[src/ris_pkg.sv]
// Package for the remappable input select block: register map, fields, reset values.
// Assumes a 32-bit AHB-Lite register bus with word-aligned registers.
package ris_pkg;
    localparam int          SEL_W        = 5;
    localparam int          NUM_PINS     = 26;
    localparam int          NUM_PERIPH   = 9;
    localparam int          ADDR_W       = 8;
    localparam logic [4:0]  SEL_MAX_PIN  = 5'h19;
    localparam logic [4:0]  SEL_GROUND   = 5'h1F;
    localparam logic [4:0]  SEL_RESET    = 5'h1F;
    localparam logic [7:0]  KEY_FIRST    = 8'h46;
    localparam logic [7:0]  KEY_SECOND   = 8'h57;
    localparam int          LOCK_BIT     = 6;
    localparam int          HI_LSB       = 8;
    localparam int          LO_LSB       = 0;
    // Register indices; byte address is four times the index
    localparam logic [5:0]  IDX_IRQ1     = 6'h00;
    localparam logic [5:0]  IDX_IRQ2     = 6'h01;
    localparam logic [5:0]  IDX_TIMER    = 6'h03;
    localparam logic [5:0]  IDX_CAP12    = 6'h07;
    localparam logic [5:0]  IDX_CAP78    = 6'h0A;
    localparam logic [5:0]  IDX_FAULT    = 6'h0B;
    localparam logic [5:0]  IDX_OSC      = 6'h10;
    localparam logic [5:0]  IDX_STATUS   = 6'h11;
    localparam logic [1:0]  HTRANS_NONSEQ = 2'h2;
    localparam logic [2:0]  HSIZE_WORD   = 3'h2;
    // Selector slot order in the packed selector vector
    localparam int          S_IRQ1 = 0;
    localparam int          S_IRQ2 = 1;
    localparam int          S_T3   = 2;
    localparam int          S_T2   = 3;
    localparam int          S_C2   = 4;
    localparam int          S_C1   = 5;
    localparam int          S_C8   = 6;
    localparam int          S_C7   = 7;
    localparam int          S_FA   = 8;
    typedef enum logic [1:0] {
        KEY_IDLE  = 2'b00,
        KEY_GOT1  = 2'b01,
        KEY_OPEN  = 2'b11
    } ris_key_t;
endpackage

[src/ris_top.sv]
// Remappable input select: selector registers on AHB-Lite, lock, shadow check, muxes.
// Assumes one 10 MHz clock, asynchronous active-low reset, synchronous pin inputs.
// Function
// - Codes 0 to 25 route that pin
// - Code 11111 drives input from ground
// - Register zero: irq1 selector bits 12-8
// - Register one: irq2 selector bits 4-0
// - Register three: timer3 high, timer2 low
// - Register seven: capture2 high, capture1 low
// - Register ten: capture8 high, capture7 low
// - Register eleven: fault A selector bits 4-0
// - Unimplemented bits read zero, ignore writes
// - Selectors reset to all ones
// - Unlock keys 46h, 57h, then lock write
// - Locked selector writes complete but change nothing
// - One-way config forbids clearing set lock
// - Shadow mismatch raises configuration reset
//
// The register offsets and the AHB-Lite interface to the registers are this design's own decisions.
`timescale 1ns/1ns
module ris_top #(
    parameter int NPINS = ris_pkg::NUM_PINS
) (
    input  wire logic                      CLOCK,
    input  wire logic                      RST_N,
    input  wire logic                      HSEL,
    input  wire logic [ris_pkg::ADDR_W-1:0] HADDR,
    input  wire logic [1:0]                HTRANS,
    input  wire logic                      HWRITE,
    input  wire logic [2:0]                HSIZE,
    input  wire logic [31:0]               HWDATA,
    input  wire logic                      HREADY,
    output logic [31:0]                    HRDATA,
    output logic                           HREADYOUT,
    output logic                           HRESP,
    input  wire logic                      ONE_WAY_LOCK_CFG,
    input  wire logic [NPINS-1:0]          REMAPPABLE_PIN,
    output logic                           EXTERNAL_IRQ_1,
    output logic                           EXTERNAL_IRQ_2,
    output logic                           TIMER3_EXT_CLOCK,
    output logic                           TIMER2_EXT_CLOCK,
    output logic                           CAPTURE_1,
    output logic                           CAPTURE_2,
    output logic                           CAPTURE_7,
    output logic                           CAPTURE_8,
    output logic                           COMPARE_FAULT_A,
    output logic                           CONFIG_MISMATCH_RESET,
    output logic                           PIN_MAP_LOCK
);
    import ris_pkg::*;
    localparam int SELS_W = NUM_PERIPH * SEL_W;
    localparam logic [SELS_W-1:0] SELS_RESET = {NUM_PERIPH{SEL_RESET}};

    typedef struct packed {
        logic [SELS_W-1:0] sel;
        logic [SELS_W-1:0] shadow;
        logic              lock;
        ris_key_t          key;
        logic [7:0]        osc_low;
        logic              wr_pend;
        logic [5:0]        wr_idx;
        logic [31:0]       rdata;
        logic              mismatch;
    } ris_st_t;
    ris_st_t s_q;
    ris_st_t s_d;

    logic              addr_ok;
    logic [5:0]        a_idx;
    logic [31:0]       rd_word;
    logic [NUM_PERIPH-1:0] route;

    assign addr_ok = HSEL && HREADY && (HTRANS == HTRANS_NONSEQ);
    assign a_idx   = HADDR[ADDR_W-1:2];

    function automatic logic [4:0] fsel(input logic [SELS_W-1:0] v, input int slot);
        fsel = v[slot*SEL_W +: SEL_W];
    endfunction

    // Read mux; unimplemented bits and unmapped addresses read zero
    always_comb begin
        rd_word = 32'h0000_0000;
        unique case (a_idx)
            IDX_IRQ1:   rd_word[HI_LSB +: SEL_W] = fsel(s_q.sel, S_IRQ1);
            IDX_IRQ2:   rd_word[LO_LSB +: SEL_W] = fsel(s_q.sel, S_IRQ2);
            IDX_TIMER: begin
                rd_word[HI_LSB +: SEL_W] = fsel(s_q.sel, S_T3);
                rd_word[LO_LSB +: SEL_W] = fsel(s_q.sel, S_T2);
            end
            IDX_CAP12: begin
                rd_word[HI_LSB +: SEL_W] = fsel(s_q.sel, S_C2);
                rd_word[LO_LSB +: SEL_W] = fsel(s_q.sel, S_C1);
            end
            IDX_CAP78: begin
                rd_word[HI_LSB +: SEL_W] = fsel(s_q.sel, S_C8);
                rd_word[LO_LSB +: SEL_W] = fsel(s_q.sel, S_C7);
            end
            IDX_FAULT:  rd_word[LO_LSB +: SEL_W] = fsel(s_q.sel, S_FA);
            IDX_OSC: begin
                rd_word[7:0] = s_q.osc_low;
                rd_word[LOCK_BIT] = s_q.lock;
            end
            IDX_STATUS: rd_word[0] = s_q.mismatch;
            default:    rd_word = 32'h0000_0000;
        endcase
    end

    always_comb begin
        logic [4:0] hi;
        logic [4:0] lo;
        logic       wr_ok;
        logic [7:0] wb;
        s_d = s_q;
        hi = HWDATA[HI_LSB +: SEL_W];
        lo = HWDATA[LO_LSB +: SEL_W];
        wb = HWDATA[7:0];
        wr_ok = 1'b0;
        s_d.wr_pend = 1'b0;
        // Address phase: capture writes, serve reads in the following data phase
        if (addr_ok) begin
            s_d.wr_pend = HWRITE && (HSIZE == HSIZE_WORD);
            s_d.wr_idx  = a_idx;
            s_d.rdata   = rd_word;
        end
        // Data phase of a write
        if (s_q.wr_pend) begin
            wr_ok = !s_q.lock;
            unique case (s_q.wr_idx)
                IDX_IRQ1: if (wr_ok) s_d.sel[S_IRQ1*SEL_W +: SEL_W] = hi;
                IDX_IRQ2: if (wr_ok) s_d.sel[S_IRQ2*SEL_W +: SEL_W] = lo;
                IDX_TIMER: if (wr_ok) begin
                    s_d.sel[S_T3*SEL_W +: SEL_W] = hi;
                    s_d.sel[S_T2*SEL_W +: SEL_W] = lo;
                end
                IDX_CAP12: if (wr_ok) begin
                    s_d.sel[S_C2*SEL_W +: SEL_W] = hi;
                    s_d.sel[S_C1*SEL_W +: SEL_W] = lo;
                end
                IDX_CAP78: if (wr_ok) begin
                    s_d.sel[S_C8*SEL_W +: SEL_W] = hi;
                    s_d.sel[S_C7*SEL_W +: SEL_W] = lo;
                end
                IDX_FAULT: if (wr_ok) s_d.sel[S_FA*SEL_W +: SEL_W] = lo;
                IDX_OSC: begin
                    // Key sequence; any other write to this register closes it again
                    unique case (s_q.key)
                        KEY_IDLE: s_d.key = (wb == KEY_FIRST) ? KEY_GOT1 : KEY_IDLE;
                        KEY_GOT1: s_d.key = (wb == KEY_SECOND) ? KEY_OPEN : KEY_IDLE;
                        KEY_OPEN: begin
                            s_d.key = KEY_IDLE;
                            if (HWDATA[LOCK_BIT] || !(ONE_WAY_LOCK_CFG && s_q.lock)) begin
                                s_d.lock = HWDATA[LOCK_BIT];
                            end
                        end
                        default: s_d.key = KEY_IDLE;
                    endcase
                    s_d.osc_low = wb & ~(8'h01 << LOCK_BIT);
                end
                IDX_STATUS: s_d.mismatch = s_q.mismatch && !HWDATA[0];
                default: s_d.key = s_q.key;
            endcase
        end
        // Shadow follows only legitimate writes; a stray change is flagged
        s_d.shadow = s_d.sel;
        if (s_q.sel != s_q.shadow) begin
            s_d.mismatch = 1'b1;
        end
    end

    always_ff @(posedge CLOCK or negedge RST_N) begin
        if (!RST_N) begin
            s_q.sel      <= SELS_RESET;
            s_q.shadow   <= SELS_RESET;
            s_q.lock     <= 1'b0;
            s_q.key      <= KEY_IDLE;
            s_q.osc_low  <= 8'h00;
            s_q.wr_pend  <= 1'b0;
            s_q.wr_idx   <= 6'h00;
            s_q.rdata    <= 32'h0000_0000;
            s_q.mismatch <= 1'b0;
        end else begin
            s_q <= s_d;
        end
    end

    // One registered multiplexer per peripheral input
    genvar g;
    generate
        for (g = 0; g < NUM_PERIPH; g++) begin : g_mux
            ris_mux #(.NPINS(NPINS)) u_mux (
                .clk   (CLOCK),
                .rst_n (RST_N),
                .pins  (REMAPPABLE_PIN),
                .sel   (s_q.sel[g*SEL_W +: SEL_W]),
                .q     (route[g])
            );
        end
    endgenerate

    assign EXTERNAL_IRQ_1        = route[S_IRQ1];
    assign EXTERNAL_IRQ_2        = route[S_IRQ2];
    assign TIMER3_EXT_CLOCK      = route[S_T3];
    assign TIMER2_EXT_CLOCK      = route[S_T2];
    assign CAPTURE_2             = route[S_C2];
    assign CAPTURE_1             = route[S_C1];
    assign CAPTURE_8             = route[S_C8];
    assign CAPTURE_7             = route[S_C7];
    assign COMPARE_FAULT_A       = route[S_FA];
    assign CONFIG_MISMATCH_RESET = s_q.mismatch;
    assign PIN_MAP_LOCK          = s_q.lock;
    assign HRDATA                = s_q.rdata;
    // Zero wait states keep the slave simple; every answer is OKAY
    assign HREADYOUT             = 1'b1;
    assign HRESP                 = 1'b0;

    lock_hold_a: assert property (@(posedge CLOCK) disable iff (!RST_N)
        s_q.lock && !(s_q.wr_pend && s_q.wr_idx == IDX_OSC) |=> $stable(s_q.sel))
        else $error("selectors changed while locked");
    one_way_a: assert property (@(posedge CLOCK) disable iff (!RST_N)
        ONE_WAY_LOCK_CFG && s_q.lock |=> s_q.lock)
        else $error("one-way lock was cleared");
    ground_a: assert property (@(posedge CLOCK) disable iff (!RST_N)
        fsel(s_q.sel, S_FA) > SEL_MAX_PIN |=> !COMPARE_FAULT_A)
        else $error("out of range selector not grounded");
    route_a: assert property (@(posedge CLOCK) disable iff (!RST_N)
        fsel(s_q.sel, S_IRQ1) <= SEL_MAX_PIN
        |=> EXTERNAL_IRQ_1 == $past(REMAPPABLE_PIN[fsel(s_q.sel, S_IRQ1)]))
        else $error("irq1 routing wrong");
    key_open_a: assert property (@(posedge CLOCK) disable iff (!RST_N)
        s_q.key == KEY_OPEN |-> $past(s_q.key) == KEY_GOT1 || $past(s_q.key) == KEY_OPEN)
        else $error("lock opened without key");
    shadow_a: assert property (@(posedge CLOCK) disable iff (!RST_N)
        s_q.sel != s_q.shadow |=> CONFIG_MISMATCH_RESET)
        else $error("mismatch not flagged");
    // Checks the read word itself, so a read path that leaks stray bits is caught
    unimpl_a: assert property (@(posedge CLOCK) disable iff (!RST_N)
        addr_ok && !HWRITE && a_idx == IDX_IRQ1
        |=> HRDATA[7:0] == '0 && HRDATA[31:HI_LSB+SEL_W] == '0)
        else $error("unimplemented bits read nonzero");
    irq2_rd_a: assert property (@(posedge CLOCK) disable iff (!RST_N)
        addr_ok && !HWRITE && a_idx == IDX_IRQ2
        |=> HRDATA[31:SEL_W] == '0 && HRDATA[4:0] == $past(fsel(s_q.sel, S_IRQ2)))
        else $error("irq2 readback wrong");
endmodule

[src/ris_mux.sv]
// One selector-driven input multiplexer with a registered output.
// Assumes pin inputs are synchronous to CLOCK.
`timescale 1ns/1ns
module ris_mux #(
    parameter int NPINS = ris_pkg::NUM_PINS
) (
    input  wire logic                     clk,
    input  wire logic                     rst_n,
    input  wire logic [NPINS-1:0]         pins,
    input  wire logic [ris_pkg::SEL_W-1:0] sel,
    output logic                          q
);
    import ris_pkg::*;
    typedef struct packed {
        logic out;
    } ris_mux_st_t;
    ris_mux_st_t s_q;
    ris_mux_st_t s_d;
    always_comb begin
        s_d = s_q;
        // Codes above the last pin, reserved or not, read as ground
        if (sel <= SEL_MAX_PIN) begin
            s_d.out = pins[sel];
        end else begin
            s_d.out = 1'b0;
        end
    end
    always_ff @(posedge clk or negedge rst_n) begin
        if (!rst_n) begin
            s_q <= '0;
        end else begin
            s_q <= s_d;
        end
    end
    assign q = s_q.out;
endmodule

[config.mk]
export PLATFORM = sky130hd
export DESIGN_NAME = ris_top
export DESIGN_NICKNAME = d
export VERILOG_FILES = /design/src/ris_pkg.sv /design/src/ris_top.sv /design/src/ris_mux.sv
export SDC_FILE = /design/constraint.sdc
export NUM_CORES = 1
export LEC_CHECK = 0
export ABC_CLOCK_PERIOD_IN_PS = 2400
export BUFFER_PORTS_ARGS = -buffer_cell sky130_fd_sc_hd__clkbuf_2
export CORE_MARGIN = 10
export CORE_UTILIZATION = 56
export CTS_CLUSTER_DIAMETER = 100
export DETAILED_ROUTE_END_ITERATION = 8
export PLACE_DENSITY = 0.92
export SYNTH_ARGS = -nofsm -noshare
export SYNTH_HDL_FRONTEND = slang
export SYNTH_SLANG_ARGS = --single-unit
[constraint.sdc]
create_clock -name CLOCK -period 2.4 [get_ports CLOCK]
set_input_delay 0.12 -clock CLOCK [delete_from_list [all_inputs] [get_ports CLOCK]]
set_output_delay 0.12 -clock CLOCK [all_outputs]
set_load 0.02 [all_outputs]
==> summary.md, run 1 <==
| Metric | Value |
|---|---|
| R2R Path Start | PIN_MAP_LOCK |
| Max Cap Viol | 0 |
| YS warnings | 0 |
| Largest net degree at the start of global routing | 82 |
| Post-Route WL | 16.78 mm |
| Core area | 10320 sq um |
| Sw Ratio | 29.35% |
| Clk Latency, worst-skew pair | 0.38 ns |
| R2R cell count | 4 |
| # port buffers | 79 |
| P_int | 2236 uW |
| Multi-input logic area | 3338 sq um |
| Power share of the clock group | 33.0% |
| Gates resized, CTS repair | 0 |
| Seq pwr share | 50.7% |
| Hold path startpoint | HWDATA[11] |
| Min Tclk post-route | 2.085 ns |
| Post-DRT Antenna Nets | 0 |
| Drt first pass iters | 7 |
| Initial antenna violation count | 0 |
| DR vias | 4645 |
| Core Rows | 37 |
| Synthesized instance count | 464 |
| CTS buffer count | 9 |
| Drt via density | 7.135 |
| Core Util, Final | 62.00% |
| Crit path required time | 2.70 ns |
| Height of the chip | 122.7 um |
| Max-slew violation count | 0 |
| Post-synth EDFFs | 0 |
| CTS tree | yes |
| CP Capture Type | register |
| Mapped Area | 5907 sq um |
| Initial drt markers | 650 |
| Sequential share of the synthesized area | 36.96% |
| CP Data Arrival Time | 2.39 ns |
| Avg Cell Area, Syn | 12.73 sq um |
| Antenna diodes | 0 |
| Residual DRC | 0 |
| Leak pwr | 0.002540 uW |
| Net Sw Power | 928.8 uW |
| Hpwl dp | 11.45 mm |
| Total grt overflow | 0 |
| Startpoint Class | register |
| Period Utilization, post-route | 86.88% |
| First-pass GRT wire length | 25.96 mm |
| Register area | 2183 sq um |
| Flops & latches, synth | 85 |
| Post-synthesis cell type count | 46 |
| Chip Width | 122.7 um |
| Area grow syn2layout | 8.367% |
| CP max FO | 5 |
| Setup Fix Bufs, Post-CTS | 0 |
| Hold Path Stages | 2 |
| Top_reg_cell synth | dfstp_2 |
| Worst-path clk slew | 0.09 ns |
| Layout fillers | 759 |
| # setup viols final | 0 |
| Worst relative slew slack | 33.39% |
| Gate power share | 16.4% |
| Hold Vio Cnt, Final | 0 |
| Worst Path Class, Setup | register to register |
| Setup_tns | 0 ns |
| Post-DR wirelength/cell | 25.78 um |
| Placer Congestion | 0.9679 |
| Max Freq | 479.6 MHz |
| Status | completed |
| Initial Util | 57.22% |
| Clock skew | 0.01237 ns |
| GRT Util Overall | 22.30% |
| Vias in the first global route | 4709 |
| # IOs | 122 |
| Root Buffer | clkbuf_8 |
| Worst-Margin Slew | 0.9992 ns |
| Worst hold path class | primary input to register |
| Peak VDD IR | 0.0003072 V |
| Asr flop ratio synth | 100.0% |
| Critical Path Start | PIN_MAP_LOCK |
| H-Tree Depth | 3 |
| Unrepaired setup endpoints after global routing | no |
| Die ar. | 15060 sq um |
| Clock sink total | 85 |
| Number of nets in the layout | 587 |
| Max Root-Sink Buffers | 2 |
| Power Dens Cells | 494.4 nW/um^2 |
| Share of layout cells above drive strength 1 | 53.01% |
flip-flops by register name, summed over array words and instances (netlist names):
name                   cells
g_mux.u_mux.q              9
HRDATA                    13
CONFIG_MISMATCH_RESET      1
PIN_MAP_LOCK               1
s_q                       61
final cells by class:
class | instances | area share [%]
multi-input combinational | 319 | 52.15
sequential | 85 | 34.11
timing repair buffer | 90 | 7.701
tap | 136 | 2.658
clock buffer | 9 | 1.935
clock inverter | 7 | 1.153
inverter | 5 | 0.2932
repair_timing:
action,in CTS,in global routing
endpoints found under the hold margin,43,0
setup endpoints to repair,0,0
hold buffers,5,0
cells by family after synthesis:
kind of cell / after synthesis / share of synthesized area (%)
flip-flops: 85 / 36.96
AND/OR/NAND/NOR: 86 / 8.600
buffers and inverters: 79 / 7.731
multiplexers: 152 / 38.42
AO/OA/AOI/OAI: 60 / 8.155
other: 2 / 0.1271
critical path, stage by stage, from the launching register on:
cell and delay (ns):
dfrtp_1 0.46, nor4b_4 0.41, nand3_2 0.18, nor3b_2 0.56, mux2_2 0.41
power by group through the flow:
| stage | combinational, uW | sequential (uW) | clock [uW] |
|---|---|---|---|
| 4_1_cts | 506 | 1600 | 1050 |
| 2_1_floorplan | 346 | 1590 | 0 |
| 5_1_grt | 547 | 1610 | 1110 |
| 3_3_place_gp | 475 | 1620 | 0 |
| 6_report | 518 | 1600 | 1040 |
| 3_5_place_dp | 495 | 1620 | 0 |
cells in the final DEF, fill, tap and decap left out, types with 2 or more instances in the layout:
cell type / count
nor3b_2: 2
mux2i_1: 31
a222oi_1: 2
nor4_1: 3
nand3b_1: 9
nand4b_1: 4
nor3_1: 3
a22oi_1: 11
a22o_1: 10
nand2_1: 28
mux2_2: 68
dfrtp_1: 40
clkinv_2: 3
clkbuf_8: 9
o2bb2ai_1: 2
dlygate4sd3_1: 5
o21ai_0: 8
o221ai_1: 8
a32oi_1: 2
conb_1: 21
clkbuf_2: 78
a31oi_1: 2
a221oi_1: 2
nand3_1: 4
a211oi_1: 3
dfstp_2: 45
and2_1: 2
buf_4: 7
and3_1: 2
nor2_1: 17
o311a_1: 8
mux4_2: 53
inv_1: 5
synth_stat cells, types with 3 or more instances:
library cell | instances | share of area, %
a211oi_1 | 3 | 0.38
a22o_1 | 10 | 1.5
a22oi_1 | 11 | 1.4
buf_1 | 6 | 0.38
buf_2 | 17 | 1.4
buf_4 | 37 | 4.7
clkbuf_1 | 14 | 0.89
dfrtp_1 | 40 | 17
dfstp_2 | 45 | 20
inv_1 | 5 | 0.32
mux2_2 | 68 | 13
mux2i_1 | 31 | 5.3
mux4_2 | 53 | 20
nand2_1 | 28 | 1.8
nand3_1 | 4 | 0.34
nand3b_1 | 9 | 1.1
nand4b_1 | 4 | 0.59
nor2_1 | 17 | 1.1
nor3_1 | 3 | 0.25
nor4_1 | 3 | 0.32
o21ai_0 | 8 | 0.68
o221ai_1 | 8 | 1.2
o311a_1 | 8 | 1.4
path summary, 6_finish.rpt:
| kind | to | slack [ns] |
|---|---|---|
| min reg2reg | HRDATA[10] | 0.51 |
| max | s_q[93] | 0.31 |
| max reg2reg | s_q[93] | 0.31 |
| max in group asynchronous | s_q[95] | 1.22 |
| min in group asynchronous | s_q[49] | 0.47 |
| min | s_q[64] | 0.03 |
stage by stage:
stage,hold slack (ns),cell area (sq um),total power [uW],cells,worst slack [ns]
4_1_cts,0.01046,6401,3160,651,0.3304
2_1_floorplan,-0.1756,5978,1939,483,0.5138
6_report,0.03221,6401,3165,651,0.3149
5_1_grt,0.02882,6401,3273,651,0.1544
3_3_place_gp,0.3254,6153,2091,630,0.4601
3_5_place_dp,0.3468,6153,2119,630,0.3751
per-layer routing:
metal / track usage [%] / wire length (um) / up-vias
met2: 34.61 / 7831 / 432
met4: 14.21 / 1064 / 0
met5: 0 / 0 / -
met1: 25.84 / 5424 / 2237
met3: 7.943 / 2459 / 124
li1: - / - / 1852
Power figures use the tool's default switching activity.
==> run 2: changes to the inputs <==
--- a/config.mk
+++ b/config.mk
@@ -5,13 +5,14 @@
 export SDC_FILE = /design/constraint.sdc
 export NUM_CORES = 1
 export LEC_CHECK = 0
+export ABC_AREA = 1
 export ABC_CLOCK_PERIOD_IN_PS = 2400
 export BUFFER_PORTS_ARGS = -buffer_cell sky130_fd_sc_hd__clkbuf_2
 export CORE_MARGIN = 10
-export CORE_UTILIZATION = 56
+export CORE_UTILIZATION = 38
 export CTS_CLUSTER_DIAMETER = 100
 export DETAILED_ROUTE_END_ITERATION = 8
-export PLACE_DENSITY = 0.92
+export PLACE_DENSITY = 0.69
 export SYNTH_ARGS = -nofsm -noshare
 export SYNTH_HDL_FRONTEND = slang
 export SYNTH_SLANG_ARGS = --single-unit
==> run 2 against run 1 <==
Total power grew 13%. Non-clock buffer count increased by 4. Die area rose by 52%. Count of clock-buffer cells in the layout is 1 higher. First-iteration DRC count grew 11%. Synthesized cell count is 130% higher. Worst setup slack improved by 0.37 ns. Clock skew up 0.00099 ns. Highest routed layer unchanged.
==> summary.md, run 2 <==
| Metric | Value |
|---|---|
| Status | completed |
| Crit path required time | 2.65 ns |
| DR vias | 6921 |
| Number of nets in the layout | 1182 |
| Post-synthesis mux area share | 0% |
| Clock sink total | 85 |
| Largest register FFs | 61 |
| Post-synthesis cell type count | 28 |
| Chip Width | 151.4 um |
| First-pass GRT wire length | 34.29 mm |
| Post-place instance area | 6802 sq um |
| Placer Congestion | 0.9324 |
| Core Rows | 47 |
| # port buffers | 79 |
| Synth area leader | nand2_1 |
| Top post-synthesis cells by count | nand2_1 (437), nand3_1 (186), inv_1 (88), o21ai_0 (75), nor2_1 (54) |
| Largest family of logic cells by synthesized area | simple AND/OR/NAND/NOR gates |
| Initial Util | 39.16% |
| Hpwl dp | 15.67 mm |
| # setup viols final | 0 |
| Post-synth EDFFs | 0 |
| Post-synth top area share | 24.99% |
| Share of layout cells above drive strength 1 | 14.14% |
| Worst-Margin Slew | 0.7178 ns |
| R2R cell count | 5 |
| CP Capture Type | register |
| Worst hold path class | primary input to register |
| Antenna diodes | 0 |
| Max Cap Viol | 0 |
| YS warnings | 0 |
| Compound-Gate Fraction of Synth Area | 7.015% |
| # IOs | 122 |
| Root Buffer | clkbuf_16 |
| Initial drt markers | 724 |
| Post-Route WL | 21.65 mm |
| Min Tclk post-route | 1.717 ns |
| Drt first pass iters | 5 |
| Clock skew | 0.01336 ns |
| Synth Area in Simple Gates | 45.39% |
| Die ar. | 22930 sq um |
| Drt via density | 5.204 |
| Layout fillers | 1737 |
| Biggest register | s_q |
| Adder-cell share of the synthesized area | 0% |
| Residual DRC | 0 |
| Startpoint Class | register |
| Net Sw Power | 1069 uW |
| Core area | 16760 sq um |
| CTS tree | yes |
| Power share of the clock group | 41.1% |
| Gates resized, CTS repair | 0 |
| RR Endpoint | s_q[79] |
| Seq pwr share | 43.2% |
| Worst Path Class, Setup | register to register |
| Gate power share | 15.7% |
| Worst relative slew slack | 52.03% |
| Post-DR wirelength/cell | 16.27 um |
| Sw Ratio | 29.85% |
| CP max FO | 20 |
| GRT Util Overall | 18.81% |
| Mapped Area | 6564 sq um |
| Xor/xnor cell area share of the yosys netlist | 0% |
| H-Tree Depth | 3 |
| Post-CTS Hold Buffers | 10 |
| Area contributors post-synth | nand2_1 (25%), dfstp_2 (18%), dfrtp_1 (15%), nand3_1 (14%), o21ai_0 (5.7%) |
| P_int | 2512 uW |
| Peak VDD IR | 0.0003987 V |
| Largest net degree at the start of global routing | 37 |
| Vias in the first global route | 6439 |
| Synthesized instance count | 1077 |
| Hold Vio Cnt, Final | 0 |
| Most frequent cells in the layout | nand2_1 (437), nand3_1 (186), inv_1 (88), clkbuf_2 (78), o21ai_0 (75) |
| Max Freq | 582.4 MHz |
| CP endpoint | s_q[79] |
| Setup_tns | 0 ns |
| Finished Cell Area | 7207 sq um |
| Flops & latches, synth | 85 |
| Worst-path clk slew | 0.07 ns |
| Clk Latency, worst-skew pair | 0.35 ns |
| Asr flop ratio synth | 100.0% |
| Critical Path Start | PIN_MAP_LOCK |
| Unrepaired setup endpoints after global routing | no |
| Leak pwr | 0.004158 uW |
| R2R Path Start | PIN_MAP_LOCK |
| Post-DRT Antenna Nets | 0 |
| CP Data Arrival Time | 1.97 ns |
| Max Root-Sink Buffers | 2 |
| Avg Cell Area, Syn | 6.095 sq um |
| Area grow syn2layout | 9.798% |
| Setup Fix Bufs, Post-CTS | 0 |
| Max-slew violation count | 0 |
| Height of the chip | 151.4 um |
| Most frequent cell after synthesis | nand2_1 |
| Top_reg_cell synth | dfstp_2 |
| Commonest non-fill, non-tap cell in the layout | nand2_1 |
| Total grt overflow | 0 |
| Initial antenna violation count | 0 |
| Power Dens Cells | 496.9 nW/um^2 |
| Sequential share of the synthesized area | 33.26% |
| Period Utilization, post-route | 71.55% |
| CTS buffer count | 9 |
| Reg-to-reg setup timing slack | 0.68 ns |
-- run 2: worst min path at each step --
stage / slack (ns) / cells after the start / startpoint / to
floorplan: -0.18 / 0 / RST_N / CONFIG_MISMATCH_RESET
global placement: 0.1 / 1 / RST_N / s_q[39]
detailed placement: 0.1 / 1 / RST_N / s_q[39]
CTS: 0.002 / 2 / HWDATA[0] / CONFIG_MISMATCH_RESET
global route: 0.02 / 3 / HWDATA[5] / s_q[45]
finish: 0.01 / 2 / HWDATA[0] / CONFIG_MISMATCH_RESET
-- run 2: kinds of logic (layout without fill, tap and decap cells) --
| group | count (synthesis) | in the layout |
|---|---|---|
| simple gates | 707 | 707 |
| buf+inv | 195 | 209 |
| compound gates | 88 | 88 |
| flops | 85 | 85 |
| other cells | 2 | 21 |
-- run 2: power by group through the flow --
stage	Combinational (uW)	Sequential (uW)	Clock, uW
2_1_floorplan	403	1550	0
3_3_place_gp	537	1570	0
3_5_place_dp	544	1570	0
4_1_cts	559	1550	1500
5_1_grt	627	1550	1560
6_report	562	1550	1470
-- run 2: area by class of cell --
| type | count | area (sq um) | share of cell area, % |
|---|---|---|---|
| clock buffers | 10 | 239.0 | 3.316 |
| flip-flops and latches | 85 | 2183 | 30.30 |
| repair buffers | 94 | 548.0 | 7.604 |
| well taps | 220 | 275.3 | 3.819 |
| clock inverters | 6 | 66.31 | 0.9201 |
| inverters | 99 | 371.6 | 5.156 |
| multi-input cells | 816 | 3523 | 48.89 |
-- run 2: critical path: stages (launching register included) --
cell     delay (ns)
dfrtp_1        0.41
nor2_1         0.17
nand2_1        0.12
inv_2          0.10
nand2_1        0.43
o21ai_0        0.39
-- run 2: through the flow --
| step | cells | hold WS, ns | utilization [%] | worst slack (ns) | power (uW) |
|---|---|---|---|---|---|
| after floorplan | 1096 | -0.1756 | - | 1.024 | 1955 |
| after global placement | 1304 | 0.09920 | 40.58 | 0.7650 | 2104 |
| after detailed placement | 1304 | 0.09785 | 40.58 | 0.7384 | 2114 |
| after CTS | 1330 | 0.001620 | 43.00 | 0.7123 | 3608 |
| after global routing | 1330 | 0.02397 | 43.00 | 0.4924 | 3737 |
| final | 1330 | 0.009809 | 43.00 | 0.6829 | 3581 |
-- run 2: per-layer routing --
layer | global-route usage (%) | share of wire (%) | up-vias
met5 | 0 | 0 | -
met4 | 6.160 | 2.6 | 0
met3 | 5.400 | 12 | 44
met2 | 28.06 | 43 | 343
met1 | 25.50 | 43 | 3127
li1 | - | - | 3407
